--- src/hw/lis_pkg.sv ---
// Package for the status-indicator selector block: register map,
// field layout, reset values, display codes and timing constants.
// Assumes a 200 MHz core clock and an AXI4-Lite register slave.
package lis_pkg;

    // Register map (byte addresses)
    localparam logic [7:0] CFG_OFFSET = 8'h14;
    localparam logic [7:0] STATUS_OFFSET = 8'h18;
    localparam logic [15:0] CFG_RESET = 16'h0422;

    // Configuration field positions
    localparam int FIRST_SEL_LSB = 12;
    localparam int SECOND_SEL_LSB = 8;
    localparam int THIRD_SEL_LSB = 4;
    localparam int DUR_LSB = 2;
    localparam int STRETCH_EN_BIT = 1;
    localparam int RESERVED_BIT = 0;
    localparam int SEL_W = 4;
    localparam int NUM_IND = 3;

    // AXI responses
    localparam logic [1:0] RESP_OKAY = 2'h0;
    localparam logic [1:0] RESP_SLVERR = 2'h2;

    // Display codes
    localparam logic [3:0] SEL_SPEED = 4'h0;
    localparam logic [3:0] SEL_TX = 4'h1;
    localparam logic [3:0] SEL_RX = 4'h2;
    localparam logic [3:0] SEL_COL = 4'h3;
    localparam logic [3:0] SEL_LINK = 4'h4;
    localparam logic [3:0] SEL_DUPLEX = 4'h5;
    localparam logic [3:0] SEL_ACT = 4'h7;
    localparam logic [3:0] SEL_ON = 4'h8;
    localparam logic [3:0] SEL_OFF = 4'h9;
    localparam logic [3:0] SEL_FAST = 4'ha;
    localparam logic [3:0] SEL_SLOW = 4'hb;
    localparam logic [3:0] SEL_LINK_RX = 4'hc;
    localparam logic [3:0] SEL_LINK_ACT = 4'hd;
    localparam logic [3:0] SEL_DUP_COL = 4'he;

    // Stretch duration codes
    localparam logic [1:0] DUR_30 = 2'h0;
    localparam logic [1:0] DUR_60 = 2'h1;
    localparam logic [1:0] DUR_100 = 2'h2;

    // Timing
    localparam longint CLK_HZ = 200000000;
    localparam longint STRETCH_30_MS = 30;
    localparam longint STRETCH_60_MS = 60;
    localparam longint STRETCH_100_MS = 100;
    localparam longint FAST_HALF_MS = 50;
    localparam longint SLOW_HALF_MS = 250;
    localparam longint MS_CYCLES = CLK_HZ / 1000;
    localparam int TIMER_W = 32;

    // Status inputs of the transceiver
    typedef struct packed {
        logic speed;
        logic tx;
        logic rx;
        logic col;
        logic link;
        logic duplex;
    } lis_status_t;

    // Configuration register fields
    typedef struct packed {
        logic [3:0] first_indicator_select;
        logic [3:0] second_indicator_select;
        logic [3:0] third_indicator_select;
        logic [1:0] stretch_duration;
        logic stretch_en;
        logic reserved;
    } lis_cfg_t;

endpackage

--- src/hw/lis_channel.sv ---
// One indicator channel: picks a display source from its selector,
// stretches events and toggles on secondary events in combined modes.
// Assumes shared blink phases and a stretch length from the top.
`timescale 1ns/1ps
module lis_channel
    import lis_pkg::*;
#(
    parameter int TW = TIMER_W
) (
    input wire logic clk,
    input wire logic rst,
    input wire logic [3:0] sel,
    input wire logic stretch_en,
    input wire logic [TW-1:0] stretch_len,
    input wire logic fast_phase,
    input wire logic slow_phase,
    input wire lis_status_t st,
    output logic led
);

    typedef struct packed {
        logic [TW-1:0] timer;
        logic prev_ev;
        logic toggle;
        logic led;
    } lis_ch_state_t;

    lis_ch_state_t cur;
    lis_ch_state_t next_st;
    logic ev;
    logic combined;
    logic stretched;
    logic ev_rise;

    always_comb begin
        combined = (sel == SEL_LINK_RX) || (sel == SEL_LINK_ACT)
                || (sel == SEL_DUP_COL);
        case (sel)
            SEL_TX: ev = st.tx;
            SEL_RX, SEL_LINK_RX: ev = st.rx;
            SEL_COL, SEL_DUP_COL: ev = st.col;
            SEL_ACT, SEL_LINK_ACT: ev = st.rx | st.tx;
            default: ev = 1'b0;
        endcase
        ev_rise = ev & ~cur.prev_ev;
        next_st = cur;
        next_st.prev_ev = ev;
        // Combined modes stretch whatever the global enable says
        if (ev) begin
            next_st.timer = stretch_len;
        end else if (cur.timer != '0) begin
            next_st.timer = cur.timer - TW'(1);
        end
        stretched = ev || (cur.timer != '0);
        // Each new secondary event flips the blink phase; the phase
        // returns to zero when the stretch ends so the next event blinks
        if (!combined || !stretched) begin
            next_st.toggle = 1'b0;
        end else if (ev_rise) begin
            next_st.toggle = ~cur.toggle;
        end
        case (sel)
            SEL_SPEED: next_st.led = st.speed;
            SEL_TX, SEL_RX, SEL_COL, SEL_ACT:
                next_st.led = stretch_en ? stretched : ev;
            SEL_LINK: next_st.led = st.link;
            SEL_DUPLEX: next_st.led = st.duplex;
            SEL_ON: next_st.led = 1'b1;
            SEL_OFF: next_st.led = 1'b0;
            SEL_FAST: next_st.led = fast_phase;
            SEL_SLOW: next_st.led = slow_phase;
            SEL_LINK_RX:
                next_st.led = stretched ? (st.link ^ cur.toggle) : st.link;
            SEL_LINK_ACT:
                next_st.led = stretched ? (st.link ^ cur.toggle) : st.link;
            SEL_DUP_COL:
                next_st.led = stretched ? (st.duplex ^ cur.toggle)
                                        : st.duplex;
            // Unassigned codes leave the indicator dark
            default: next_st.led = 1'b0;
        endcase
    end

    always_ff @(posedge clk) begin
        if (rst) begin
            cur <= '0;
        end else begin
            cur <= next_st;
        end
    end

    assign led = cur.led;

endmodule

--- src/hw/lis_top.sv ---
// Top of the status-indicator selector: AXI4-Lite slave with the
// configuration register, shared timers and three indicator channels.
// Assumes status inputs synchronous to REF_CLK_IN, sync reset.
//
// Our own choice: the AXI4-Lite register port.
`timescale 1ns/1ps

// Contract
// - Codes 0-5 and 7 show speed, tx, rx, collision, link, duplex, activity.
// - Codes 8-11 force on, off, fast blink, slow blink.
// - Code 12 shows link primary with receive secondary.
// - Code 13 shows link primary with activity secondary.
// - Code 14 shows duplex primary with collision secondary.
// - Link modes: solid while link up, each secondary event blinks.
// - Link-activity mode blinks on activity even with link down.
// - Duplex-collision mode: solid when full duplex, collisions blink.
// - Combined modes always stretch, ignoring the global enable.
// - Duration field selects 30, 60 or 100 ms; code 3 reserved.
// - Global stretch enable bit resets to 1, gates stretching.
// - Reset selectors: first speed, second link, third receive.
// - Event displays stretch; level displays and tests follow directly.
// - Reserved bit 0 written zero; its read value is meaningless.
module lis_top
    import lis_pkg::*;
#(
    parameter int TW = TIMER_W,
    parameter longint MS_CYC = MS_CYCLES,
    parameter longint STRETCH_30 = STRETCH_30_MS * MS_CYC,
    parameter longint STRETCH_60 = STRETCH_60_MS * MS_CYC,
    parameter longint STRETCH_100 = STRETCH_100_MS * MS_CYC,
    parameter longint FAST_HALF = FAST_HALF_MS * MS_CYC,
    parameter longint SLOW_HALF = SLOW_HALF_MS * MS_CYC
) (
    // Clock and reset
    input wire logic REF_CLK_IN,
    input wire logic RST_IN,
    // AXI4-Lite write address and data
    input wire logic [7:0] S_AXI_AWADDR_IN,
    input wire logic S_AXI_AWVALID_IN,
    output logic S_AXI_AWREADY_OUT,
    input wire logic [31:0] S_AXI_WDATA_IN,
    input wire logic [3:0] S_AXI_WSTRB_IN,
    input wire logic S_AXI_WVALID_IN,
    output logic S_AXI_WREADY_OUT,
    // AXI4-Lite write response
    output logic [1:0] S_AXI_BRESP_OUT,
    output logic S_AXI_BVALID_OUT,
    input wire logic S_AXI_BREADY_IN,
    // AXI4-Lite read
    input wire logic [7:0] S_AXI_ARADDR_IN,
    input wire logic S_AXI_ARVALID_IN,
    output logic S_AXI_ARREADY_OUT,
    output logic [31:0] S_AXI_RDATA_OUT,
    output logic [1:0] S_AXI_RRESP_OUT,
    output logic S_AXI_RVALID_OUT,
    input wire logic S_AXI_RREADY_IN,
    // Transceiver status
    input wire logic SPEED_IN,
    input wire logic TX_IN,
    input wire logic RX_IN,
    input wire logic COL_IN,
    input wire logic LINK_IN,
    input wire logic DUPLEX_IN,
    // Indicator drives, high lights the LED
    output logic [NUM_IND-1:0] LED_OUT
);

    typedef struct packed {
        lis_cfg_t cfg;
        logic aw_got;
        logic [7:0] awaddr;
        logic w_got;
        logic [31:0] wdata;
        logic [3:0] wstrb;
        logic bvalid;
        logic [1:0] bresp;
        logic rvalid;
        logic [1:0] rresp;
        logic [31:0] rdata;
        logic [TW-1:0] fast_cnt;
        logic [TW-1:0] slow_cnt;
        logic fast_phase;
        logic slow_phase;
        logic aw_rdy;
        logic w_rdy;
        logic ar_rdy;
    } lis_top_state_t;

    lis_top_state_t cur;
    lis_top_state_t next_st;
    lis_status_t st;
    logic [TW-1:0] stretch_len;
    logic [NUM_IND-1:0] led;
    logic [NUM_IND*SEL_W-1:0] sels;
    logic [15:0] wr_val;
    logic [15:0] cfg_bits;

    assign st = '{speed: SPEED_IN, tx: TX_IN, rx: RX_IN, col: COL_IN,
                  link: LINK_IN, duplex: DUPLEX_IN};
    assign sels = {cur.cfg.first_indicator_select,
                   cur.cfg.second_indicator_select,
                   cur.cfg.third_indicator_select};

    always_comb begin
        case (cur.cfg.stretch_duration)
            DUR_30: stretch_len = TW'(STRETCH_30);
            DUR_60: stretch_len = TW'(STRETCH_60);
            DUR_100: stretch_len = TW'(STRETCH_100);
            // Reserved code falls back to the longest stretch
            default: stretch_len = TW'(STRETCH_100);
        endcase
    end

    always_comb begin
        next_st = cur;
        cfg_bits = cur.cfg;
        wr_val = cfg_bits;
        // Blink generators count the core clock
        if (cur.fast_cnt >= TW'(FAST_HALF - 1)) begin
            next_st.fast_cnt = '0;
            next_st.fast_phase = ~cur.fast_phase;
        end else begin
            next_st.fast_cnt = cur.fast_cnt + TW'(1);
        end
        if (cur.slow_cnt >= TW'(SLOW_HALF - 1)) begin
            next_st.slow_cnt = '0;
            next_st.slow_phase = ~cur.slow_phase;
        end else begin
            next_st.slow_cnt = cur.slow_cnt + TW'(1);
        end
        // Write channel: address and data taken in either order
        if (S_AXI_AWVALID_IN && !cur.aw_got && !cur.bvalid) begin
            next_st.aw_got = 1'b1;
            next_st.awaddr = S_AXI_AWADDR_IN;
        end
        if (S_AXI_WVALID_IN && !cur.w_got && !cur.bvalid) begin
            next_st.w_got = 1'b1;
            next_st.wdata = S_AXI_WDATA_IN;
            next_st.wstrb = S_AXI_WSTRB_IN;
        end
        if (cur.aw_got && cur.w_got && !cur.bvalid) begin
            next_st.aw_got = 1'b0;
            next_st.w_got = 1'b0;
            next_st.bvalid = 1'b1;
            if (cur.awaddr[7:2] == CFG_OFFSET[7:2]) begin
                next_st.bresp = RESP_OKAY;
                if (cur.wstrb[0]) begin
                    wr_val[7:0] = cur.wdata[7:0];
                end
                if (cur.wstrb[1]) begin
                    wr_val[15:8] = cur.wdata[15:8];
                end
                // Reserved bit is stored as zero whatever is written
                wr_val[RESERVED_BIT] = 1'b0;
                next_st.cfg = wr_val;
            end else if (cur.awaddr[7:2] == STATUS_OFFSET[7:2]) begin
                next_st.bresp = RESP_OKAY;
            end else begin
                next_st.bresp = RESP_SLVERR;
            end
        end else if (cur.bvalid && S_AXI_BREADY_IN) begin
            next_st.bvalid = 1'b0;
        end
        // Read channel
        if (S_AXI_ARVALID_IN && !cur.rvalid) begin
            next_st.rvalid = 1'b1;
            next_st.rresp = RESP_OKAY;
            if (S_AXI_ARADDR_IN[7:2] == CFG_OFFSET[7:2]) begin
                next_st.rdata = {16'h0000, cfg_bits};
            end else if (S_AXI_ARADDR_IN[7:2] == STATUS_OFFSET[7:2]) begin
                next_st.rdata = {16'h0000, 4'h0, led, 1'b0,
                                 cur.slow_phase, cur.fast_phase, st};
            end else begin
                next_st.rdata = 32'h0000_0000;
                next_st.rresp = RESP_SLVERR;
            end
        end else if (cur.rvalid && S_AXI_RREADY_IN) begin
            next_st.rvalid = 1'b0;
        end
        // Readies are registered so every bus output leaves a flop
        next_st.aw_rdy = !next_st.aw_got && !next_st.bvalid;
        next_st.w_rdy = !next_st.w_got && !next_st.bvalid;
        next_st.ar_rdy = !next_st.rvalid;
    end

    always_ff @(posedge REF_CLK_IN) begin
        if (RST_IN) begin
            cur <= '0;
            cur.cfg <= CFG_RESET;
            cur.aw_rdy <= 1'b1;
            cur.w_rdy <= 1'b1;
            cur.ar_rdy <= 1'b1;
        end else begin
            cur <= next_st;
        end
    end

    genvar gi;
    generate
        for (gi = 0; gi < NUM_IND; gi++) begin : g_ch
            lis_channel #(
                .TW(TW)
            ) u_ch (
                .clk(REF_CLK_IN),
                .rst(RST_IN),
                .sel(sels[(NUM_IND-gi)*SEL_W-1 -: SEL_W]),
                .stretch_en(cur.cfg.stretch_en),
                .stretch_len(stretch_len),
                .fast_phase(cur.fast_phase),
                .slow_phase(cur.slow_phase),
                .st(st),
                .led(led[gi])
            );
        end
    endgenerate

    assign LED_OUT = led;
    assign S_AXI_AWREADY_OUT = cur.aw_rdy;
    assign S_AXI_WREADY_OUT = cur.w_rdy;
    assign S_AXI_BVALID_OUT = cur.bvalid;
    assign S_AXI_BRESP_OUT = cur.bresp;
    assign S_AXI_ARREADY_OUT = cur.ar_rdy;
    assign S_AXI_RVALID_OUT = cur.rvalid;
    assign S_AXI_RDATA_OUT = cur.rdata;
    assign S_AXI_RRESP_OUT = cur.rresp;

endmodule

--- config.mk ---
export PLATFORM = sky130hd
export DESIGN_NAME = lis_top
export DESIGN_NICKNAME = d
export VERILOG_FILES = /design/src/hw/lis_pkg.sv /design/src/hw/lis_channel.sv /design/src/hw/lis_top.sv
export SDC_FILE = /design/constraint.sdc
export NUM_CORES = 1
export LEC_CHECK = 0
export ABC_AREA = 1
export BUFFER_PORTS_ARGS = -buffer_cell sky130_fd_sc_hd__buf_2
export CORE_MARGIN = 2
export CORE_UTILIZATION = 25
export CTS_CLUSTER_DIAMETER = 100
export DETAILED_ROUTE_END_ITERATION = 7
export PLACE_DENSITY = 0.53
export SLEW_MARGIN = 5
export SYNTH_ARGS = -nofsm -noshare
export SYNTH_HDL_FRONTEND = slang
export SYNTH_SLANG_ARGS = --single-unit
--- constraint.sdc ---
create_clock -name REF_CLK_IN -period 1.88 [get_ports REF_CLK_IN]
set_clock_uncertainty 0.2 [all_clocks]
set_input_delay 0.094 -clock REF_CLK_IN [delete_from_list [all_inputs] [get_ports REF_CLK_IN]]
set_output_delay 0.094 -clock REF_CLK_IN [all_outputs]
set_load 0.005 [all_outputs]
==> out/metrics.cfg <==
[logic_synthesis]
synth_edf_count=0
synth_async_sr_flop_share_pct=0
ys_top_cells_by_area=dfxtp_1 (38%), nand2_1 (9.9%), nor2_1 (7.7%)
syn_area_mm2=0.0122
synth.avg_cell_area_um2=7.14
ys_types=55
syn_inst=1713
synth_seq_area_share_pct=38.3
yosys_register_bits=234
synth_top_area_share_pct=38.3
yosysWarnings=0
synth_ff_type=dfxtp_1
yosys.area.top_type=dfxtp_1

[sta]
final_max_slew_viol_count=0
worst_pin_slew_ns=0.685
min_period_ns=1.92
max_freq_mhz=522
period_share_pct=102
setup_viol_count_final=4
fin_setup_tns_ns=-0.105
postLayoutSetupSlackWorst_ns=-0.0361
hold_viol=2
timing.hold.ws_ns=-0.0383
rsz0062_at_grt=true
slew_headroom_pct=54.2

[floorplanning]
core-area_mm2=0.0486
die_h_um=225
io_pins=109
num_rows=81
die-area_mm2=0.0507
start_util_pct=25.2
die_w_um=225

[cells_and_area]
n_antenna_cell=0
fin_nets=2147
area_growth_pct=46.2
most-common-layout-cells=nand2_1 (269), buf_4 (238), dfxtp_1 (195)
layout-drive-gt1-share_pct=36.6
final_common_cell=nand2_1
n_fill_cell=5070
fin_util_pct=36.8

[clock_tree]
cts.path.max_buffers=3
cts_buffers=28
clock_sinks=234
root_buffer=clkbuf_16
cts_htree_levels=1
insertion_delay_ns=0.55
clkTransAtPathRegs_ns=0.06
cts_tree=built

[drt]
wirelength_um=37100
drt_pass1_iterations=5
vias=12200
initialDrtViolationCount=539
routedWlPerCell_um=13.6
via_per_inst=4.47
ant_nets=0
drcViolationCount=0

[critical_path]
cp.arrival_ns=2.19
cp_common_cell=nor2_4
crit_buf_inv=0
reg2reg_from=g_ch[0].u_ch.cur[7]
critPathMaxStageDelay_ns=0.36
r2r_cells=9
reg2reg_to=g_ch[0].u_ch.cur[32]
crit_type=reg -> reg
worst-path-max-fanout=4
required_ns=2.16
crit_path_cell_trace=or2_4 -> nor2_4 -> nand2_4 -> nor2_4 -> nand2_4 -> nor2_4 -> xor2_2 -> nand3_1 -> nor2_1
critical_path.startpoint_type=flop
cp_top_family=simple AND/OR/NAND/NOR gates
reg2reg_slack_ns=-0.04
end_kind=flop
crit_path_top_delay_cell=dfxtp_4

[placement]
dp_hpwl_um=26100
place_congestion=0.907
io_buffer_count=67

[global_routing]
grt_pass1_wl_um=57900
grt.total_usage_pct=13.9
antenna_found_initial=0
grt_max_degree=64
overflow=0
grt_pass1_vias=11700

[power]
swShare_pct=39.3
p_seq_share_pct=26.8
p_leak_uw=0.00777
pwr-share-comb_pct=48.8
switchingPower_uw=9310
clkPwrFrac_pct=24.4
ir_drop_mv=0.675
p_int_uw=14400
p_per_area_mw_per_mm2=1320

[flow_run]
cap_violations=0

[status]
violations=hold timing, setup timing
status=finished with violations

[min_path]
holdPathEnd=S_AXI_RDATA_OUT[3]
worstHoldPathCells=7
min-delay-start=S_AXI_ARADDR_IN[6]
hold_class=in -> reg

==> worst min-delay path, stage by stage <==
cell,delay (ns)
buf_2,0.07
or2_2,0.13
nor4_4,0.06
inv_2,0.08
o21ai_0,0.10
o211ai_1,0.09
inv_1,0.04
==> state kept, by name (all words and copies together) (netlist names) <==
register / flops
S_AXI_BRESP_OUT: 1
cur: 91
S_AXI_ARREADY_OUT: 1
S_AXI_AWREADY_OUT: 1
S_AXI_RRESP_OUT: 1
S_AXI_WREADY_OUT: 1
cfg_bits: 15
g_ch.u_ch.led: 3
S_AXI_BVALID_OUT: 1
g_ch.u_ch.cur: 102
S_AXI_RDATA_OUT: 16
S_AXI_RVALID_OUT: 1
==> Yosys cell counts, drive strengths merged, types with 29 or more instances <==
cell type  count
a21oi        117
buf           59
dfxtp        234
inv          206
nand2        343
nand3         88
nand4         31
nor2         297
nor3          45
nor4          29
o21ai         82
xor2          42
==> power groups by stage <==
stage                     registers [uW]  logic (uW)  clock network [uW]
after global placement              6370        9220                   0
final                               6360       11600                5770
after CTS                           6290        9860                5910
after detailed placement            6380        9350                   0
after global routing                6450       12700                6130
after floorplan                     6340        6090                   0
==> logic make-up (layout without fill, tap and decap cells) <==
kind of cell             Yosys count  in the layout  synth area share, %
adder cells (fa/ha/maj)            5              5                0.511
flip-flops                       234            234                 38.3
buffers and inverters            287            640                 10.6
XOR/XNOR                          69             69                 4.94
other                              1             32               0.0306
AO/OA/AOI/OAI                    257            257                 11.8
AND/OR/NAND/NOR                  860            862                 33.9
==> worst max path at each step <==
stage	from	endpoint	cells after the start
global route	cur[38]	cur[56]	10
detailed placement	cfg_bits[4]	g_ch[2].u_ch.cur[24]	12
CTS	cur[37]	cur[56]	14
finish	g_ch[0].u_ch.cur[7]	g_ch[0].u_ch.cur[32]	9
global placement	cfg_bits[4]	g_ch[2].u_ch.cur[24]	12
floorplan	g_ch[2].u_ch.cur[3]	g_ch[2].u_ch.cur[24]	12
==> cell type report <==
type                    instances  area (um2)  area share [%]
clock inverters                13         174           0.972
flip-flops and latches        234        4770            26.6
repair buffers                379        3000            16.8
clock buffers                  39         813            4.55
multi-input cells            1225        7530            42.1
well taps                     622         778            4.35
inverters                     209         825            4.61
==> stage by stage <==
step / cells / hold slack, ns / power, uW / worst slack [ns] / area, um2
6_report: 2721 / -0.0383 / 23700 / -0.0361 / 17900
2_1_floorplan: 1744 / 0.0493 / 12400 / 0.0223 / 12400
5_1_grt: 2721 / 0.00761 / 25300 / -0.157 / 17900
3_5_place_dp: 2567 / 0.162 / 15700 / -0.127 / 14600
4_1_cts: 2670 / 0.00106 / 22100 / -0.0338 / 16300
3_3_place_gp: 2567 / 0.143 / 15600 / -0.131 / 14600
==> per-layer routing <==
layer,GRT usage [%],share of wire (%)
met1,18.5,47
met2,23.6,48
met3,1.73,3.3
met4,3.91,2.3
met5,0,0
==> timing repair <==
item                                    CTS  global route
pin swaps                                21           120
gates resized for setup                  61           333
hold buffers                             39             0
hold endpoints to repair                116             0
endpoints found under the setup margin   83           144
gates cloned                              3             3
setup buffers                             9            52
Power figures use the tool's default switching activity.
